===== config.mk =====
export PLATFORM = sky130hd
export DESIGN_NAME = chan_status_regs
export DESIGN_NICKNAME = d
export VERILOG_FILES = /design/src/logic/chan_status_pkg.sv /design/src/logic/sat_clear_counter.sv /design/src/logic/chan_status_regs.sv
export SDC_FILE = /design/constraint.sdc
export NUM_CORES = 1
export LEC_CHECK = 0
export ABC_CLOCK_PERIOD_IN_PS = 2100
export BUFFER_PORTS_ARGS = -buffer_cell sky130_fd_sc_hd__buf_2
export CORE_ASPECT_RATIO = 0.6
export CORE_MARGIN = 4
export CORE_UTILIZATION = 50
export CTS_BUF_LIST = sky130_fd_sc_hd__clkbuf_4
export CTS_CLUSTER_SIZE = 25
export DETAILED_ROUTE_END_ITERATION = 7
export PLACE_DENSITY = 0.71
export SLEW_MARGIN = 20
export SYNTH_ARGS = -nofsm -noshare
export SYNTH_HDL_FRONTEND = slang
export SYNTH_SLANG_ARGS = --single-unit

===== constraint.sdc =====
create_clock -name I_SYS_CLK -period 2.1 [get_ports I_SYS_CLK]
set_input_delay 0.42 -clock I_SYS_CLK [delete_from_list [all_inputs] [get_ports I_SYS_CLK]]
set_output_delay 0.42 -clock I_SYS_CLK [all_outputs]
set_load 0.05 [all_outputs]

===== src/logic/chan_status_pkg.sv =====
// Constants and types for the channel status and error counter bank
package chan_status_pkg;

  // Register addresses on the management interface
  localparam logic [4:0]  REG_STATUS    = 5'h0F;
  localparam logic [4:0]  REG_HS_ERR    = 5'h10;
  localparam logic [4:0]  REG_LANE_ERR  = 5'h11;

  // Status bit positions
  localparam int BIT_PAT_OK     = 15;
  localparam int BIT_TRAIN_FAIL = 14;
  localparam int BIT_SIG_LOST   = 13;
  localparam int BIT_AZ_DONE    = 12;
  localparam int BIT_GAIN_LOCK  = 11;
  localparam int BIT_WORD_SYNC  = 10;
  localparam int BIT_BAD_CODE   = 8;
  localparam int BIT_MARKER     = 4;
  localparam int BIT_FRAME_LOCK = 3;
  localparam int BIT_RX_READY   = 2;
  localparam int BIT_LS_PLL     = 1;
  localparam int BIT_HS_PLL     = 0;

  // Reset values and unmapped read data
  localparam logic [15:0] STATUS_RESET  = 16'h0000;
  localparam logic [15:0] ERR_RESET     = 16'hFFFD;
  localparam logic [15:0] UNMAPPED_DATA = 16'h0000;

  // Management frame fields
  localparam logic [5:0]  PRE_LEN       = 6'h20;
  localparam logic [1:0]  OP_READ       = 2'h2;
  localparam logic [4:0]  ADDR_LAST     = 5'h09;
  localparam logic [4:0]  DATA_LAST     = 5'h0F;

  typedef enum logic [2:0] {
    S_PRE  = 3'h0,
    S_ST   = 3'h1,
    S_OP   = 3'h2,
    S_ADDR = 3'h3,
    S_TA   = 3'h4,
    S_DATA = 3'h5
  } mgmt_state_t;

endpackage : chan_status_pkg


===== src/logic/sat_clear_counter.sv =====
// Saturating clear-on-read error counter
`timescale 1ns/1ps
`default_nettype none
module sat_clear_counter
  import chan_status_pkg::*;
#(
  parameter int          WIDTH     = 16,
  parameter logic [15:0] RESET_VAL = ERR_RESET
) (
  input  wire logic             i_clk,   // System clock
  input  wire logic             i_rst,   // Synchronous reset
  input  wire logic             i_inc,   // One error this cycle
  input  wire logic             i_clear, // Read clears count
  output logic      [WIDTH-1:0] o_count  // Current count
);

  // Refuse widths the reset value cannot fill
  if (WIDTH < 2 || WIDTH > 16) begin : g_bad_width
    $error("sat_clear_counter: WIDTH out of range");
  end

  typedef struct packed {
    logic [WIDTH-1:0] count;
  } cnt_state_t;

  cnt_state_t st_ff;
  cnt_state_t nxt_st;

  // -----------------------------------------------------------------
  // Next count
  // -----------------------------------------------------------------
  always_comb begin
    nxt_st = st_ff;
    if (i_clear) begin
      nxt_st.count = {{(WIDTH-1){1'b0}}, i_inc}; // error in clear cycle kept
    end else if (i_inc && !(&st_ff.count)) begin
      nxt_st.count = st_ff.count + 1'b1;        // hold at all ones
    end
  end

  // Register
  always_ff @(posedge i_clk) begin
    if (i_rst) begin
      st_ff.count <= RESET_VAL[WIDTH-1:0];
    end else begin
      st_ff <= nxt_st;
    end
  end

  assign o_count = st_ff.count;

endmodule : sat_clear_counter
`default_nettype wire


===== src/logic/chan_status_regs.sv =====
// Channel status flags and error counters behind the management interface
`timescale 1ns/1ps
`default_nettype none
module chan_status_regs
  import chan_status_pkg::*;
#(
  parameter logic [4:0] PHY_ADDR = 5'h00, // Management address of this port
  parameter int         LANES    = 4      // Low-side lanes
) (
  input  wire logic             I_SYS_CLK,                    // 250 MHz clock
  input  wire logic             I_RST,                        // Sync reset, high
  input  wire logic             I_MDC,                        // Management clock pin
  input  wire logic             I_MDIO_IN,                    // Management data in
  output logic                  O_MDIO_OUT,                   // Management data out
  output logic                  O_MDIO_OE_N,                  // Drive enable, low
  input  wire logic             I_HIGH_SIDE_PATTERN_CHECK_OK, // Pattern aligned
  input  wire logic             I_LINK_TRAIN_FAILED,          // Training fail event
  input  wire logic             I_HIGH_SIDE_SIGNAL_LOST,      // Signal loss
  input  wire logic             I_HIGH_SIDE_AUTOZERO_DONE,    // Calibration done
  input  wire logic             I_HIGH_SIDE_GAIN_LOOP_LOCKED, // Gain loop lock
  input  wire logic             I_HIGH_SIDE_WORD_SYNC,        // Word sync
  input  wire logic             I_HIGH_SIDE_BAD_CODEWORD,     // Bad codeword pulse
  input  wire logic             I_RX_BIT_INTERLEAVE_MODE,     // Interleave mode
  input  wire logic             I_BIT_MARKER_SEARCH_DONE,     // Marker found
  input  wire logic             I_TRAIN_FRAME_LOCKED,         // Frame delineated
  input  wire logic             I_RX_TRAINED_READY,           // Receiver ready
  input  wire logic             I_LOW_SIDE_PLL_LOCKED,        // Low PLL lock
  input  wire logic             I_HIGH_SIDE_PLL_LOCKED,       // High PLL lock
  input  wire logic             I_HS_TP_VERIFY_MODE,          // High pattern mode
  input  wire logic             I_HS_TP_ERR,                  // Pattern error pulse
  input  wire logic             I_PRBS_CHECK_PIN,             // PRBS check pin
  input  wire logic             I_HS_PRBS_ERR,                // PRBS error pulse
  input  wire logic             I_LS_TP_VERIFY_MODE,          // Lane pattern mode
  input  wire logic [2:0]       I_LANE_SELECT_FIELD,          // Lane select
  input  wire logic [LANES-1:0] I_LANE_BAD_CODEWORD,          // Per-lane bad code
  input  wire logic [LANES-1:0] I_LANE_TP_ERR                 // Per-lane pattern err
);

  // Refuse lane counts the three-bit select cannot reach
  if (LANES < 1 || LANES > 8) begin : g_bad_lanes
    $error("chan_status_regs: LANES out of range");
  end

  // -----------------------------------------------------------------
  // Helpers
  // -----------------------------------------------------------------

  // Pick one lane's error, none for a lane that is absent
  function automatic logic pick_lane(input logic [LANES-1:0] errs,
                                     input logic [2:0]       sel);
    logic res;
    res = 1'b0;
    for (int i = 0; i < LANES; i++) begin
      if (sel == 3'(i)) begin
        res = errs[i];
      end
    end
    return res;
  endfunction : pick_lane

  // -----------------------------------------------------------------
  // State
  // -----------------------------------------------------------------
  typedef struct packed {
    logic [1:0]  mdc_sync;   // Pin synchroniser
    logic [1:0]  mdio_sync;  // Pin synchroniser
    logic [1:0]  prbs_sync;  // Pin synchroniser
    logic        mdc_prev;   // For rising edge
    mgmt_state_t state;
    logic [5:0]  ones;       // Preamble ones seen
    logic [4:0]  cnt;        // Bit count in field
    logic [1:0]  op;
    logic [9:0]  addr;       // Port and register address
    logic        rd_ok;      // Read for this port
    logic [15:0] shift;      // Read data out
    logic        mdio_out;
    logic        mdio_oe_n;
    logic [3:0]  lh;         // Latched-high holds
    logic [4:0]  ll;         // Latched-low drop seen
    logic        hs_inc;
    logic        lane_inc;
  } regs_state_t;

  regs_state_t st_ff;
  regs_state_t nxt_st;

  logic        mdc_rise;
  logic        bit_in;
  logic [9:0]  full_addr;
  logic        take_read;
  logic        rd_status;
  logic        rd_hs;
  logic        rd_lane;
  logic [3:0]  lh_event;
  logic [4:0]  ll_live;
  logic [15:0] status_word;
  logic [15:0] hs_count;
  logic [15:0] lane_count;
  logic [15:0] read_word;

  // -----------------------------------------------------------------
  // Frame decode
  // -----------------------------------------------------------------

  // Synchronised pins only
  assign mdc_rise  = st_ff.mdc_sync[1] & ~st_ff.mdc_prev;
  assign bit_in    = st_ff.mdio_sync[1];
  assign full_addr = {st_ff.addr[8:0], bit_in};

  // Read taken on last address bit; clears act in that cycle
  assign take_read = mdc_rise && (st_ff.state == S_ADDR) &&
                     (st_ff.cnt == ADDR_LAST) && (st_ff.op == OP_READ) &&
                     (full_addr[9:5] == PHY_ADDR);
  assign rd_status = take_read && (full_addr[4:0] == REG_STATUS);
  assign rd_hs     = take_read && (full_addr[4:0] == REG_HS_ERR);
  assign rd_lane   = take_read && (full_addr[4:0] == REG_LANE_ERR);

  // -----------------------------------------------------------------
  // Status word
  // -----------------------------------------------------------------

  // Latch-high events: train fail, signal lost, bad code, marker
  assign lh_event[3] = I_LINK_TRAIN_FAILED;
  assign lh_event[2] = I_HIGH_SIDE_SIGNAL_LOST;
  assign lh_event[1] = I_HIGH_SIDE_BAD_CODEWORD;
  assign lh_event[0] = I_BIT_MARKER_SEARCH_DONE & I_RX_BIT_INTERLEAVE_MODE;

  // Latch-low live levels: autozero, gain, sync, low PLL, high PLL
  assign ll_live = {I_HIGH_SIDE_AUTOZERO_DONE,
                    I_HIGH_SIDE_GAIN_LOOP_LOCKED,
                    I_HIGH_SIDE_WORD_SYNC,
                    I_LOW_SIDE_PLL_LOCKED,
                    I_HIGH_SIDE_PLL_LOCKED};

  // Assemble the word; held value or live, reserved bits zero
  always_comb begin
    status_word                 = STATUS_RESET;
    status_word[BIT_PAT_OK]     = I_HIGH_SIDE_PATTERN_CHECK_OK;
    status_word[BIT_TRAIN_FAIL] = st_ff.lh[3] | lh_event[3];
    status_word[BIT_SIG_LOST]   = st_ff.lh[2] | lh_event[2];
    status_word[BIT_BAD_CODE]   = st_ff.lh[1] | lh_event[1];
    status_word[BIT_MARKER]     = st_ff.lh[0] | lh_event[0];
    status_word[BIT_AZ_DONE]    = ll_live[4] & ~st_ff.ll[4];
    status_word[BIT_GAIN_LOCK]  = ll_live[3] & ~st_ff.ll[3];
    status_word[BIT_WORD_SYNC]  = ll_live[2] & ~st_ff.ll[2];
    status_word[BIT_LS_PLL]     = ll_live[1] & ~st_ff.ll[1];
    status_word[BIT_HS_PLL]     = ll_live[0] & ~st_ff.ll[0];
    status_word[BIT_FRAME_LOCK] = I_TRAIN_FRAME_LOCKED;
    status_word[BIT_RX_READY]   = I_RX_TRAINED_READY;
  end

  // Read data mux, unmapped reads as zero
  always_comb begin
    unique case (full_addr[4:0])
      REG_STATUS:   read_word = status_word;
      REG_HS_ERR:   read_word = hs_count;
      REG_LANE_ERR: read_word = lane_count;
      default:      read_word = UNMAPPED_DATA;
    endcase
  end

  // -----------------------------------------------------------------
  // Next state
  // -----------------------------------------------------------------
  always_comb begin
    nxt_st           = st_ff;
    nxt_st.mdc_sync  = {st_ff.mdc_sync[0], I_MDC};
    nxt_st.mdio_sync = {st_ff.mdio_sync[0], I_MDIO_IN};
    nxt_st.prbs_sync = {st_ff.prbs_sync[0], I_PRBS_CHECK_PIN};
    nxt_st.mdc_prev  = st_ff.mdc_sync[1];

    // Holds: a read clears, an event in the same cycle wins
    nxt_st.lh = (rd_status ? 4'h0 : st_ff.lh) | lh_event;
    nxt_st.ll = (rd_status ? 5'h00 : st_ff.ll) | ~ll_live;

    // High-side counter source: PRBS pin, then pattern mode, else decode
    if (st_ff.prbs_sync[1]) begin
      nxt_st.hs_inc = I_HS_PRBS_ERR;
    end else if (I_HS_TP_VERIFY_MODE) begin
      nxt_st.hs_inc = I_HS_TP_ERR;
    end else begin
      nxt_st.hs_inc = I_HIGH_SIDE_BAD_CODEWORD;
    end

    // Lane counter source for the selected lane
    if (I_LS_TP_VERIFY_MODE) begin
      nxt_st.lane_inc = pick_lane(I_LANE_TP_ERR, I_LANE_SELECT_FIELD);
    end else begin
      nxt_st.lane_inc = pick_lane(I_LANE_BAD_CODEWORD, I_LANE_SELECT_FIELD);
    end

    // Frame machine, one step per management clock rise
    if (mdc_rise) begin
      unique case (st_ff.state)
        S_PRE: begin
          if (bit_in) begin
            if (st_ff.ones != PRE_LEN) begin
              nxt_st.ones = st_ff.ones + 1'b1;
            end
          end else if (st_ff.ones == PRE_LEN) begin
            nxt_st.state = S_ST;
          end else begin
            nxt_st.ones = 6'h00;
          end
        end
        S_ST: begin
          nxt_st.ones  = 6'h00;
          nxt_st.cnt   = 5'h00;
          nxt_st.state = bit_in ? S_OP : S_PRE;
        end
        S_OP: begin
          nxt_st.op  = {st_ff.op[0], bit_in};
          nxt_st.cnt = st_ff.cnt + 1'b1;
          if (st_ff.cnt != 5'h00) begin
            nxt_st.cnt   = 5'h00;
            nxt_st.state = S_ADDR;
          end
        end
        S_ADDR: begin
          nxt_st.addr = full_addr;
          nxt_st.cnt  = st_ff.cnt + 1'b1;
          if (st_ff.cnt == ADDR_LAST) begin
            nxt_st.cnt   = 5'h00;
            nxt_st.rd_ok = take_read;
            nxt_st.shift = read_word;
            nxt_st.state = S_TA;
          end
        end
        S_TA: begin
          nxt_st.cnt = st_ff.cnt + 1'b1;
          if (st_ff.cnt == 5'h00) begin
            // Second turnaround bit driven low on reads
            nxt_st.mdio_oe_n = ~st_ff.rd_ok;
            nxt_st.mdio_out  = 1'b0;
          end else begin
            nxt_st.cnt       = 5'h00;
            nxt_st.mdio_out  = st_ff.rd_ok & st_ff.shift[15]; // Data out stays low when not answering; line released
            nxt_st.shift     = {st_ff.shift[14:0], 1'b0};
            nxt_st.state     = S_DATA;
          end
        end
        S_DATA: begin
          nxt_st.cnt      = st_ff.cnt + 1'b1;
          nxt_st.mdio_out = st_ff.rd_ok & st_ff.shift[15];
          nxt_st.shift    = {st_ff.shift[14:0], 1'b0};
          if (st_ff.cnt == DATA_LAST) begin
            // Release after the last data bit
            nxt_st.mdio_oe_n = 1'b1;
            nxt_st.mdio_out  = 1'b0;
            nxt_st.rd_ok     = 1'b0;
            nxt_st.cnt       = 5'h00;
            nxt_st.state     = S_PRE;
          end
        end
        default: begin
          nxt_st.state = S_PRE;
        end
      endcase
    end
  end

  // -----------------------------------------------------------------
  // Registers
  // -----------------------------------------------------------------
  always_ff @(posedge I_SYS_CLK) begin
    if (I_RST) begin
      st_ff           <= '0;
      st_ff.state     <= S_PRE;
      st_ff.mdio_oe_n <= 1'b1;
    end else begin
      st_ff <= nxt_st;
    end
  end

  // -----------------------------------------------------------------
  // Error counters
  // -----------------------------------------------------------------
  sat_clear_counter #(
    .WIDTH     (16),
    .RESET_VAL (ERR_RESET)
  ) u_hs_count (
    .i_clk   (I_SYS_CLK),
    .i_rst   (I_RST),
    .i_inc   (st_ff.hs_inc),
    .i_clear (rd_hs),
    .o_count (hs_count)
  );

  sat_clear_counter #(
    .WIDTH     (16),
    .RESET_VAL (ERR_RESET)
  ) u_lane_count (
    .i_clk   (I_SYS_CLK),
    .i_rst   (I_RST),
    .i_inc   (st_ff.lane_inc),
    .i_clear (rd_lane),
    .o_count (lane_count)
  );

  assign O_MDIO_OUT  = st_ff.mdio_out;
  assign O_MDIO_OE_N = st_ff.mdio_oe_n;

endmodule : chan_status_regs
`default_nettype wire


=== After elaboration in Yosys (flattened, before gate mapping) ===
Index checks and enable logic that the tools add are counted.

* Flip-flop bits (word level): 94
* Word-level logic and storage cells: 152

* Bitwise operators: 22
* Add/subtract/negate cells: 4
* Reduce and logical (&&, ||, !) cells: 36
* Eq/ne operators: 25
* Muxes and demuxes: 44

{| class="wikitable"
|+ Operators by type and width
! operator !! number
|-
| 16-bit case mux with 3 select lines || 2
|-
| 16-bit 2-to-1 mux || 5
|-
| 16-bit by 1-bit adder with 16-bit output (second input constant) || 2
|-
| 16-bit AND reduction || 2
|-
| 5-bit 2-to-1 mux || 5
|-
| 5-bit case mux with 5 select lines || 1
|-
| 3-bit 2-to-1 mux || 6
|-
| 6-bit 2-to-1 mux || 3
|-
| 3-bit case mux with 6 select lines || 1
|-
| 17-bit 2-to-1 mux || 1
|-
| 4-bit AND reduction || 4
|-
| 5-bit by 4-bit == test with 1-bit output (second input constant) || 3
|-
| 1-bit 2-to-1 mux || 14
|-
| 3-bit by 2-bit == test with 1-bit output (second input constant) || 4
|-
| 2-bit != test (second input constant) || 6
|-
| 6-bit case mux with 2 select lines || 1
|-
| 5-bit == test (second input constant) || 2
|-
| 5-bit zero test || 2
|-
| 2-bit nonzero test || 5
|-
| 5-bit nonzero test || 2
|-
| 1-bit logical AND || 9
|-
| 1-bit AND || 8
|-
| 2-bit AND reduction || 4
|-
| 1-bit inverter || 7
|-
| 22 further kinds || 32
|}

=== Logic depth before layout (Yosys ltp) ===
Gate-level depths: netlist of the first run.

* Word-level depth: 9
* Mapped depth: 9
* Depth with buffers taken out: 7

=== Hierarchy ===
Synthesis of the first run repeated with hierarchy kept, for this count alone.

* Cell total of the unflattened synthesis: 622
* Area total of the unflattened synthesis: 5,380.2 µm²

{| class="wikitable"
|+ Modules (own cells, without submodules)
! module !! instances !! area each (µm²) !! cells an instance
|-
| chan_status_regs || 1 || 3,424.5 || 384
|-
| sat_clear_counter (u_lane_count) || 1 || 1,003.5 || 120
|-
| sat_clear_counter (u_hs_count) || 1 || 952.2 || 118
|}

=== Worst setup path after synthesis of the first run ===
OpenSTA, ideal clock, no wires.

* Path kind: register to register
* From: reg st_ff[42] (netlist bit)
* To: reg st_ff[46] (netlist bit)
* Clock period less this slack: 1.902 ns
* Required time: 2.026 ns
* Path slack: 0.198 ns
* Data arrival time: 1.828 ns
* Stages on the path, launching flop included: 9
* Cell sequence: dfxtp_1 > inv_1 > ha_1 > or4b_4 > buf_6 > a211oi_2 > a21oi_1 > or3_1 > a31oi_1

* Cells in the longest elaborated chain, start to end: 3
* Elaborated cells on any way between the ends: 10
* Those cells by class: 1 x add/sub; 2 x eq/ne; 5 x mux; 2 x reduce/logical

{| class="wikitable"
|+ Ends and longest elaborated chain
! what !! RTL line !! source
|-
| start, declared || chan_status_regs.sv:84 || <nowiki>regs_state_t st_ff;</nowiki>
|-
| start signal, assigned || chan_status_regs.sv:271 || <nowiki>st_ff <= nxt_st;</nowiki>
|-
| 5-bit by 1-bit adder with 5-bit output, or another cell as far along || -- ||
|-
| 5-bit 2-to-1 mux (on tied branches) || -- ||
|-
| 5-bit case mux with 5 select lines (*) || chan_status_regs.sv:194 || <nowiki>unique case (st_ff.state)</nowiki>
|}

Mark *: on every way between the ends. The rest lies on a longest branch, timed or not.
A chain may end at the register's enable or synchronous reset.

=== Worst setup path in the final report of the first run ===
* From: reg st_ff[43] (netlist bit)
* To: reg st_ff[46] (netlist bit)

The elaborated chain is that of the path after synthesis.

==> results of run 1 <==
[power groups by stage]
stage | registers (µW) | clock network [µW] | logic, µW
global route | 1870 | 1190 | 401
global placement | 1900 | 0 | 350
finish | 1860 | 1100 | 367
floorplan | 1890 | 0 | 221
CTS | 1860 | 1110 | 362
detailed placement | 1900 | 0 | 360
[kinds of logic (layout without fill, tap and decap cells)]
kind of cell / count (synthesis) / after routing / share of synthesized area
flip-flops: 94 / 94 / 0.3857
multiplexers: 28 / 28 / 0.06258
XOR/XNOR: 28 / 28 / 0.05027
adder cells (fa/ha/maj): 8 / 8 / 0.02052
buffers and inverters: 58 / 104 / 0.05001
AND/OR/NAND/NOR: 206 / 206 / 0.2301
AO/OA/AOI/OAI: 155 / 155 / 0.2008
[critical path, delay by kind of cell, from the launching register on]
family | cells | cell delay, ns
AND/OR/NAND/NOR | 2 | 0.86
AO/OA/AOI/OAI | 3 | 0.45
flip-flops | 1 | 0.37
adder cells (fa/ha/maj) | 1 | 0.17
buffers and inverters | 1 | 0.08
[final cells by class]
| type | instances | area [µm²] | share of cell area |
|---|---|---|---|
| clock buffers | 9 | 67.56 | 0.01217 |
| clock inverters | 7 | 86.33 | 0.01555 |
| inverters | 17 | 63.81 | 0.01149 |
| multi-input cells | 425 | 2765 | 0.4980 |
| flip-flops and latches | 94 | 1884 | 0.3393 |
| well taps | 130 | 162.7 | 0.02929 |
| repair buffers | 71 | 523.0 | 0.09419 |
[sequential cells by signal, summed over array words and instances (netlist names)]
signal and count:
full_addr 9, st_ff 46, bit_in 1, nxt_st 4, O_MDIO_OUT 1, u_hs_count.o_count 16
u_lane_count.o_count 16, O_MDIO_OE_N 1
[path summary, 6_finish.rpt]
check | start | cells past startpoint | to | slack (ns)
max | st_ff[43] | 7 | st_ff[46] | 0.11
min | I_LANE_SELECT_FIELD[2] | 2 | st_ff[0] | 0.09
max reg2reg | st_ff[43] | 7 | st_ff[46] | 0.11
min reg2reg | nxt_st[60] | 1 | bit_in | 0.46
[what timing repair did]
item / 4_1_cts / 5_1_grt
cloned: 0 / 0
gates resized for setup: 1 / 4
setup endpoints to repair: 1 / 11
pin swaps: 0 / 1
buffers inserted: 0 / 0
hold endpoints to repair: 0 / 0
[per-stage QoR]
step,power [µW],setup WS [ns]
after floorplan,2111,0.1976
after global placement,2247,0.1726
after detailed placement,2260,0.03177
after CTS,3336,0.05618
after global routing,3464,0.002053
final,3330,0.1070
[layer usage]
layer  vias up  wire [µm]
met1      2111       6484
met4         0        162
met5         -          0
met2       201       5246
li1       2181          -
met3        17       1248
[layout by cell type, fill, tap and decap left out, types with 13 or more instances in the layout]
cell type	count
inv_1	16
xnor2_1	15
nand2_1	45
buf_2	34
nor2_1	37
o21ai_1	36
o211ai_1	17
nand4_1	15
nor2b_1	13
mux2i_1	26
dfxtp_1	92
xor2_1	13
nand3_1	21
nor3_1	15
nand2b_1	14
buf_4	31
a21oi_1	48
==> summary.txt, run 1 <==
Power
  • Internal: 2381 µW
  • VDD IR max: 0.0003890 V
  • Pleak: 0.002095 µW
  • Reg power frac: 0.560
  • Psw: 949.2 µW
  • Pwr Density: 599.7 nW/µm²
  • Clock Power Share: 0.330
  • Comb pwr share: 0.110
  • Sw frac: 0.2851

Floorplan
  • Die W: 135.5 µm
  • Core footprint: 9324 µm²
  • Die area: 11,450 µm²
  • Chip Height: 84.51 µm
  • Initial core utilization: 0.5232
  • Row cnt: 27
  • Top Ports: 35

CTS
  • Clock buffer depth: 2
  • Root Driver: clkbuf_4
  • Skew-Pair Late Insertion Delay: 0.48 ns
  • H-tree depth: 3
  • Hold_buf cts: 0
  • Clock sink total: 94
  • TritonCTS clock tree: yes
  • Clock transition at the registers of the reported paths: 0.16 ns
  • CTS buffer count: 9

Status
  • Outcome: complete, no violations

Global routing
  • Largest net degree at the start of global routing: 61
  • GRT met3 Usage: 0.04910
  • First-pass GRT wire length: 21,410 µm
  • GRT Residual Overflow: 0
  • Total track usage: 0.2342
  • Initial antenna violation count: 0
  • M1 GR Usage: 0.3756
  • Met2 usage: 0.3123
  • Vias in the first global route: 4,108
  • GRT busiest layer: met1

Yosys
  • Most used DFF post-synth: dfxtp_1
  • Synthesized area per cell: 8.455 µm²
  • Post-synthesis instance total: 577
  • Mapped Nets: 618
  • Share of the synthesized area in the top cell type: 0.3857
  • Synth warnings: 0
  • Biggest area consumer among synthesized cells: dfxtp_1
  • Area contributors post-synth: dfxtp_1 39%, mux2i_1 5.3%, a21oi_1 5.0%
  • Flops & latches, synth: 94
  • Top-count cell post-synth: dfxtp_1
  • Synthesized area: 4878 µm²
  • Post-synth EDFFs: 0
  • Synth cell count leaders: 94 x dfxtp_1, 49 x a21oi_1, 45 x nand2_1, 37 x nor2_1, 36 x o21ai_1
  • Sequential share of the synthesized area: 0.3857
  • Synth cell types: 65
  • Post-synth ARST share: 0

STA
  • RSZ-0062 raised after global routing: no
  • Fmax: 501.8 MHz
  • Final Setup Violations: 0
  • Min Hold Slack: 0.08529 ns
  • Setup_tns: 0 ns
  • Fin. Hold Viols: 0
  • Tmin final: 1.993 ns
  • Final Slew Violations: 0
  • Layout Skew: 0.01589 ns
  • Worst Max-Slew Pin Slew: 0.5190 ns
  • Max_slew headroom: 0.6514
  • Part of the cycle the worst path needs: 0.9491

Critical path
  • Crit Path Category: reg2reg
  • Crit-path cells: inv_1, ha_1, or4b_4, a211oi_2, a21oi_1, or3_1, a31oi_1
  • Req. time, crit path: 2.50 ns
  • Setup crit start kind: flip-flop
  • Worst Path Arrival: 2.40 ns
  • Max incr delay on CP: 0.52 ns
  • Critical path capture point type: flip-flop
  • Worst-path maximum fanout: 6
  • Slowest cell on the critical path: or4b_4

Detailed routing
  • Drt via density: 5.989
  • Final wirelength: 13,140 µm
  • WL per Instance: 17.45 µm
  • Number of remaining DRC errors: 0
  • Via count: 4,510
  • Routed Antenna Nets: 0
  • Initial DRT Pass Iterations: 6
  • Starting DRT DRC Count: 512

Cells and area
  • FILL cells: 822
  • Design Area, Final: 5553 µm²
  • Post-route insts no fill: 753
  • Area delta synth->final: 13.82%
  • Layout cells sized above 1: 0.1653
  • Layout net count: 659
  • Utilization after layout: 0.5955
  • Antenna fix cells: 0

Flow run
  • Max-cap viol count: 0

Place
  • GPL Wtd Cong: 0.9855
  • PortBufs: 34
  • HPWL Detailed: 9603 µm
  • Placed inst area: 5388 µm²
  • Placed Cells: 737

Hold path
  • Worst hold path type: in2reg
Note: power is estimated with default switching activity, not from simulation.
==> inputs of run 2 (changes only) <==
--- a/config.mk
+++ b/config.mk
@@ -10,7 +10,6 @@
 export CORE_ASPECT_RATIO = 0.6
 export CORE_MARGIN = 4
 export CORE_UTILIZATION = 50
-export CTS_BUF_LIST = sky130_fd_sc_hd__clkbuf_4
 export CTS_CLUSTER_SIZE = 25
 export DETAILED_ROUTE_END_ITERATION = 7
 export PLACE_DENSITY = 0.71
==> summary.txt, run 2 (synthesis gave the netlist of run 1 again) <==
Critical path
  • Critical path capture point type: flip-flop (unchanged)
  • Worst-path maximum fanout: 6 (unchanged)
  • Worst Path Arrival: 2.27 ns (was 2.40 ns)
  • Crit Path Category: reg2reg (unchanged)
  • Req. time, crit path: 2.37 ns (was 2.50 ns)
  • Setup crit start kind: flip-flop (unchanged)

CTS
  • Clock sink total: 94 (unchanged)
  • Clock transition at the registers of the reported paths: 0.07 ns (was 0.16 ns)
  • Clock buffer depth: 2 (unchanged)
  • Skew-Pair Late Insertion Delay: 0.35 ns (was 0.48 ns)
  • TritonCTS clock tree: yes (unchanged)
  • Root Driver: clkbuf_16 (was clkbuf_4)
  • Post-CTS setup buffers: 0 (unchanged)
  • Hold_buf cts: 0 (unchanged)
  • H-tree depth: 3 (unchanged)
  • CTS buffer count: 9 (unchanged)

Status
  • Outcome: complete, no violations (unchanged)

Floorplan
  • Initial core utilization: 0.5232 (unchanged)
  • Die W: 135.5 µm (unchanged)
  • Row cnt: 27 (unchanged)
  • Die area: 11,450 µm² (unchanged)
  • Chip Height: 84.51 µm (unchanged)
  • Top Ports: 35 (unchanged)
  • Core footprint: 9324 µm² (unchanged)

STA
  • Part of the cycle the worst path needs: 0.9529 (was 0.9491)
  • Fmax: 499.7 MHz (was 501.8 MHz)
  • Max_slew headroom: 0.6461 (was 0.6514)
  • Setup_tns: 0 ns (unchanged)
  • Final Slew Violations: 0 (unchanged)
  • Tmin final: 2.001 ns (was 1.993 ns)
  • Worst Max-Slew Pin Slew: 0.5268 ns (was 0.5190 ns)
  • Min Hold Slack: 0.2304 ns (was 0.08529 ns)
  • Fin. Hold Viols: 0 (unchanged)
  • Layout Skew: 0.007730 ns (was 0.01589 ns)
  • Final Setup Violations: 0 (unchanged)

Global routing
  • GRT Residual Overflow: 0 (unchanged)
  • First-pass GRT wire length: 21,590 µm (was 21,410 µm)
  • Largest net degree at the start of global routing: 61 (unchanged)
  • Total track usage: 0.2359 (was 0.2342)
  • Initial antenna violation count: 0 (unchanged)
  • Vias in the first global route: 4,162 (was 4,108)

Detailed routing
  • Number of remaining DRC errors: 0 (unchanged)
  • Via count: 4,536 (was 4,510)
  • WL per Instance: 17.74 µm (was 17.45 µm)
  • Starting DRT DRC Count: 517 (was 512)
  • Drt via density: 6.024 (was 5.989)
  • Initial DRT Pass Iterations: 5 (was 6)
  • Routed Antenna Nets: 0 (unchanged)
  • Final wirelength: 13,360 µm (was 13,140 µm)

Power
  • VDD IR max: 0.0004646 V (was 0.0003890 V)
  • Power after layout: 3957 µW (was 3330 µW)
  • Pleak: 0.002162 µW (was 0.002095 µW)
  • Pwr Density: 693.3 nW/µm² (was 599.7 nW/µm²)

Cells and area
  • Layout net count: 659 (unchanged)
  • Commonest non-fill, non-tap cell in the layout: dfxtp_1 (unchanged)
  • Layout cells sized above 1: 0.1621 (was 0.1653)
  • FILL cells: 798 (was 822)
  • Largest Register: st_ff (unchanged)
  • Commonest cells after routing, fill and taps aside: 94 x dfxtp_1, 48 x a21oi_1, 45 x nand2_1 (was 92 x dfxtp_1, 48 x a21oi_1, 45 x nand2_1)
  • Antenna fix cells: 0 (unchanged)
  • Max reg flops: 46 (unchanged)
  • Utilization after layout: 0.6122 (was 0.5955)
  • Design Area, Final: 5708 µm² (was 5553 µm²)
  • Area delta synth->final: 17.00% (was 13.82%)

Flow run
  • Max-cap viol count: 0 (unchanged)

Hold path
  • Worst hold path type: in2reg (unchanged)

Place
  • HPWL Detailed: 9603 µm (unchanged)
  • GPL Wtd Cong: 0.9855 (unchanged)
  • PortBufs: 34 (unchanged)
  • Placed inst area: 5388 µm² (unchanged)
run 2: cell count changes in the layout (fill, tap and decap cells not counted):
cell	previous run	this run
dfxtp_2	2	0
dfxtp_1	92	94
clkbuf_16	0	9
clkbuf_4	9	0
run 2: where the power goes:
part           internal (µW)  leakage [µW]  switching (µW)
Combinational            162       0.00125             206
Clock                    953      0.000151             775
Sequential              1820      0.000764            37.6
run 2: final cells by class:
type                       instances  area, µm²  area share
clock inverter                     7      86.33     0.01512
clock buffer                       9      225.2     0.03946
multi-input combinational        425       2765      0.4844
tap                              130      162.7     0.02850
inverter                          17      63.81     0.01118
timing repair buffer              71      523.0     0.09163
sequential                        94       1882      0.3297
run 2: path summary, 6_finish.rpt:
kind	from	end	slack, ns	depth (start not counted)
hold reg to reg	nxt_st[60]	bit_in	0.44	1
setup / recovery	st_ff[42]	st_ff[46]	0.1	7
setup reg to reg	st_ff[42]	st_ff[46]	0.1	7
hold / removal	I_LANE_SELECT_FIELD[2]	st_ff[0]	0.23	2
run 2: what timing repair did:
action,CTS,global route
gates resized for setup,1,2
pin swaps,0,2
setup endpoints to repair,1,11
run 2: routing by layer:
metal	part of all wire	vias to the layer above	GRT usage	wire, µm
li1	-	2189	-	-
met1	0.48	2146	0.3702	6437
met2	0.41	181	0.3199	5537
met3	0.091	20	0.05629	1214
met4	0.013	0	0.05672	172
met5	0	-	0	0
run 2: critical path, stage by stage, from the launching register on:
cell,delay [ns]
dfxtp_1,0.36
inv_1,0.09
ha_1,0.17
or4b_4,0.52
a211oi_2,0.24
a21oi_1,0.06
or3_1,0.34
a31oi_1,0.14
run 2: through the flow:
stage / instances / worst slack (ns)
final: 753 / 0.09888
after floorplan: 577 / 0.1976
after detailed placement: 737 / 0.03177
after global placement: 737 / 0.1726
after CTS: 753 / 0.06674
after global routing: 753 / -0.01405
==> inputs of run 3 (changes only) <==
--- a/config.mk
+++ b/config.mk
@@ -7,12 +7,14 @@
 export LEC_CHECK = 0
 export ABC_CLOCK_PERIOD_IN_PS = 2100
 export BUFFER_PORTS_ARGS = -buffer_cell sky130_fd_sc_hd__buf_2
+export CELL_PAD_IN_SITES_DETAIL_PLACEMENT = 1
+export CELL_PAD_IN_SITES_GLOBAL_PLACEMENT = 2
 export CORE_ASPECT_RATIO = 0.6
 export CORE_MARGIN = 4
-export CORE_UTILIZATION = 50
+export CORE_UTILIZATION = 37
 export CTS_CLUSTER_SIZE = 25
 export DETAILED_ROUTE_END_ITERATION = 7
-export PLACE_DENSITY = 0.71
+export PLACE_DENSITY_LB_ADDON = 0.1
 export SLEW_MARGIN = 20
 export SYNTH_ARGS = -nofsm -noshare
 export SYNTH_HDL_FRONTEND = slang
==> summary.txt, run 3 (synthesis gave the netlist of run 1 again) <==
Detailed routing
  • WL per Instance: 18.64 µm (was 17.74 µm)
  • Starting DRT DRC Count: 298 (was 517)
  • Routed Antenna Nets: 0 (unchanged)
  • Via count: 4,491 (was 4,536)
  • Final wirelength: 14,990 µm (was 13,360 µm)
  • Number of remaining DRC errors: 0 (unchanged)
  • Initial DRT Pass Iterations: 4 (was 5)
  • Drt via density: 5.586 (was 6.024)

Critical path
  • R2R Path Start: st_ff[55] (was st_ff[42])
  • Critical Path End: st_ff[24] (was st_ff[46])
  • Worst Path Arrival: 2.29 ns (was 2.27 ns)
  • Worst-path maximum fanout: 8 (was 6)
  • R2R Setup Slk: 0.09 ns (was 0.1 ns)
  • Cell count of the worst reg-to-reg path: 7 (unchanged)
  • Critical Path Source: st_ff[55] (was st_ff[42])
  • Crit Path Category: reg2reg (unchanged)
  • Setup crit start kind: flip-flop (unchanged)
  • Critical path capture point type: flip-flop (unchanged)
  • Worst R2R End: st_ff[24] (was st_ff[46])
  • Req. time, crit path: 2.38 ns (was 2.37 ns)

Global routing
  • First-pass GRT wire length: 24,760 µm (was 21,590 µm)
  • GRT Residual Overflow: 0 (unchanged)
  • Vias in the first global route: 4,512 (was 4,162)
  • Largest net degree at the start of global routing: 54 (was 61)
  • Initial antenna violation count: 0 (unchanged)
  • Total track usage: 0.2031 (was 0.2359)

Status
  • Outcome: complete, no violations (unchanged)

CTS
  • Clock sink total: 94 (unchanged)
  • Clock buffer depth: 2 (unchanged)
  • Hold_buf cts: 0 (unchanged)
  • TritonCTS clock tree: yes (unchanged)
  • Clock transition at the registers of the reported paths: 0.07 ns (about the same)
  • H-tree depth: 3 (unchanged)
  • Root Driver: clkbuf_16 (unchanged)
  • Skew-Pair Late Insertion Delay: 0.34 ns (was 0.35 ns)
  • CTS buffer count: 9 (unchanged)

Floorplan
  • Row cnt: 32 (was 27)
  • Chip Height: 96.95 µm (was 84.51 µm)
  • Die area: 15,150 µm² (was 11,450 µm²)
  • Die W: 156.2 µm (was 135.5 µm)
  • Top Ports: 35 (unchanged)
  • Core footprint: 12,850 µm² (was 9324 µm²)
  • Initial core utilization: 0.3796 (was 0.5232)

STA
  • Tmin final: 2.011 ns (was 2.001 ns)
  • Fmax: 497.2 MHz (was 499.7 MHz)
  • Setup_tns: 0 ns (unchanged)
  • RSZ-0062 raised after global routing: no
  • Final Setup Violations: 0 (unchanged)
  • Worst Max-Slew Pin Slew: 0.5339 ns (was 0.5268 ns)
  • Final Slew Violations: 0 (unchanged)
  • Part of the cycle the worst path needs: 0.9578 (was 0.9529)
  • Fin. Hold Viols: 0 (unchanged)
  • Max_slew headroom: 0.6414 (was 0.6461)
  • Min Hold Slack: 0.2402 ns (was 0.2304 ns)
  • Layout Skew: 0.01066 ns (was 0.007730 ns)

Cells and area
  • Max reg flops: 46 (unchanged)
  • Largest Register: st_ff (unchanged)
  • Area delta synth->final: 19.59% (was 17.00%)
  • Layout cells sized above 1: 0.1751 (was 0.1621)
  • FILL cells: 1,563 (was 798)
  • Commonest non-fill, non-tap cell in the layout: dfxtp_1 (unchanged)
  • Layout net count: 670 (was 659)
  • Commonest cells after routing, fill and taps aside: 92 x dfxtp_1, 48 x a21oi_1, 45 x nand2_1 (was 94 x dfxtp_1, 48 x a21oi_1, 45 x nand2_1)
  • Register area: 1884 µm² (was 1882 µm²)
  • Multi-input gate area: 2764 µm² (was 2765 µm²)
  • Antenna fix cells: 0 (unchanged)

Place
  • GPL Wtd Cong: 0.8507 (was 0.9855)
  • HPWL Detailed: 11,390 µm (was 9603 µm)
  • PortBufs: 34 (unchanged)

Power
  • Pleak: 0.002208 µW (was 0.002162 µW)
  • VDD IR max: 0.0003766 V (was 0.0004646 V)
  • Pwr Density: 682.2 nW/µm² (was 693.3 nW/µm²)

Flow run
  • Max-cap viol count: 0 (unchanged)

Hold path
  • Worst hold path type: in2reg (unchanged)
run 3: stage by stage:
| stage | setup slack, ns | instances | power, µW | utilization | instance area (µm²) |
|---|---|---|---|---|---|
| after detailed placement | 0.06701 | 788 | 2275 | 0.4285 | 5508 |
| after floorplan | 0.1976 | 577 | 2111 | - | 4878 |
| after CTS | 0.06486 | 804 | 4029 | 0.4532 | 5824 |
| final | 0.08868 | 804 | 3980 | 0.4540 | 5834 |
| after global placement | 0.1252 | 788 | 2262 | 0.4285 | 5508 |
| after global routing | 0.007198 | 804 | 4157 | 0.4540 | 5834 |
run 3: cell type report:
cell class	count	area share
flip-flops and latches	94	0.3230
multi-input cells	425	0.4737
repair buffers	82	0.1017
well taps	170	0.03646
inverters	17	0.01094
clock inverters	5	0.01094
clock buffers	11	0.04332
run 3: critical path, stage by stage (launching register included):
cell,delay [ns]
dfxtp_1,0.49
buf_4,0.20
nor2b_1,0.22
buf_4,0.19
nand2_1,0.12
nor3_1,0.44
nand2_1,0.19
o21ai_1,0.10
run 3: timing repair:
| item | in CTS | in global routing |
|---|---|---|
| setup endpoints to repair | 0 | 20 |
| setup buffers | 0 | 0 |
| gates resized for setup | 0 | 3 |
run 3: where the power goes:
part           switching [µW]  internal, µW  leakage [µW]
sequential               33.8          1820      0.000765
combinational             215           164       0.00129
clock                     744          1000      0.000153
total                     993          2990       0.00221
run 3: worst min path at each step:
stage,cells past startpoint,start,to,slack (ns)
final,2,I_LANE_SELECT_FIELD[2],st_ff[0],0.24
after global routing,2,I_LANE_SELECT_FIELD[2],st_ff[0],0.24
after CTS,2,I_LANE_SELECT_FIELD[2],st_ff[0],0.24
after detailed placement,1,nxt_st[62],nxt_st[56],0.43
after global placement,1,nxt_st[62],nxt_st[56],0.43
after floorplan,1,nxt_st[60],bit_in,0.41
run 3: layer usage:
metal,wire length [µm],vias up,GRT usage
li1,-,2209,-
met1,8210,2188,0.3275
met5,0,-,0
met4,127,0,0.03733
met3,730,8,0.04023
met2,5920,86,0.2754
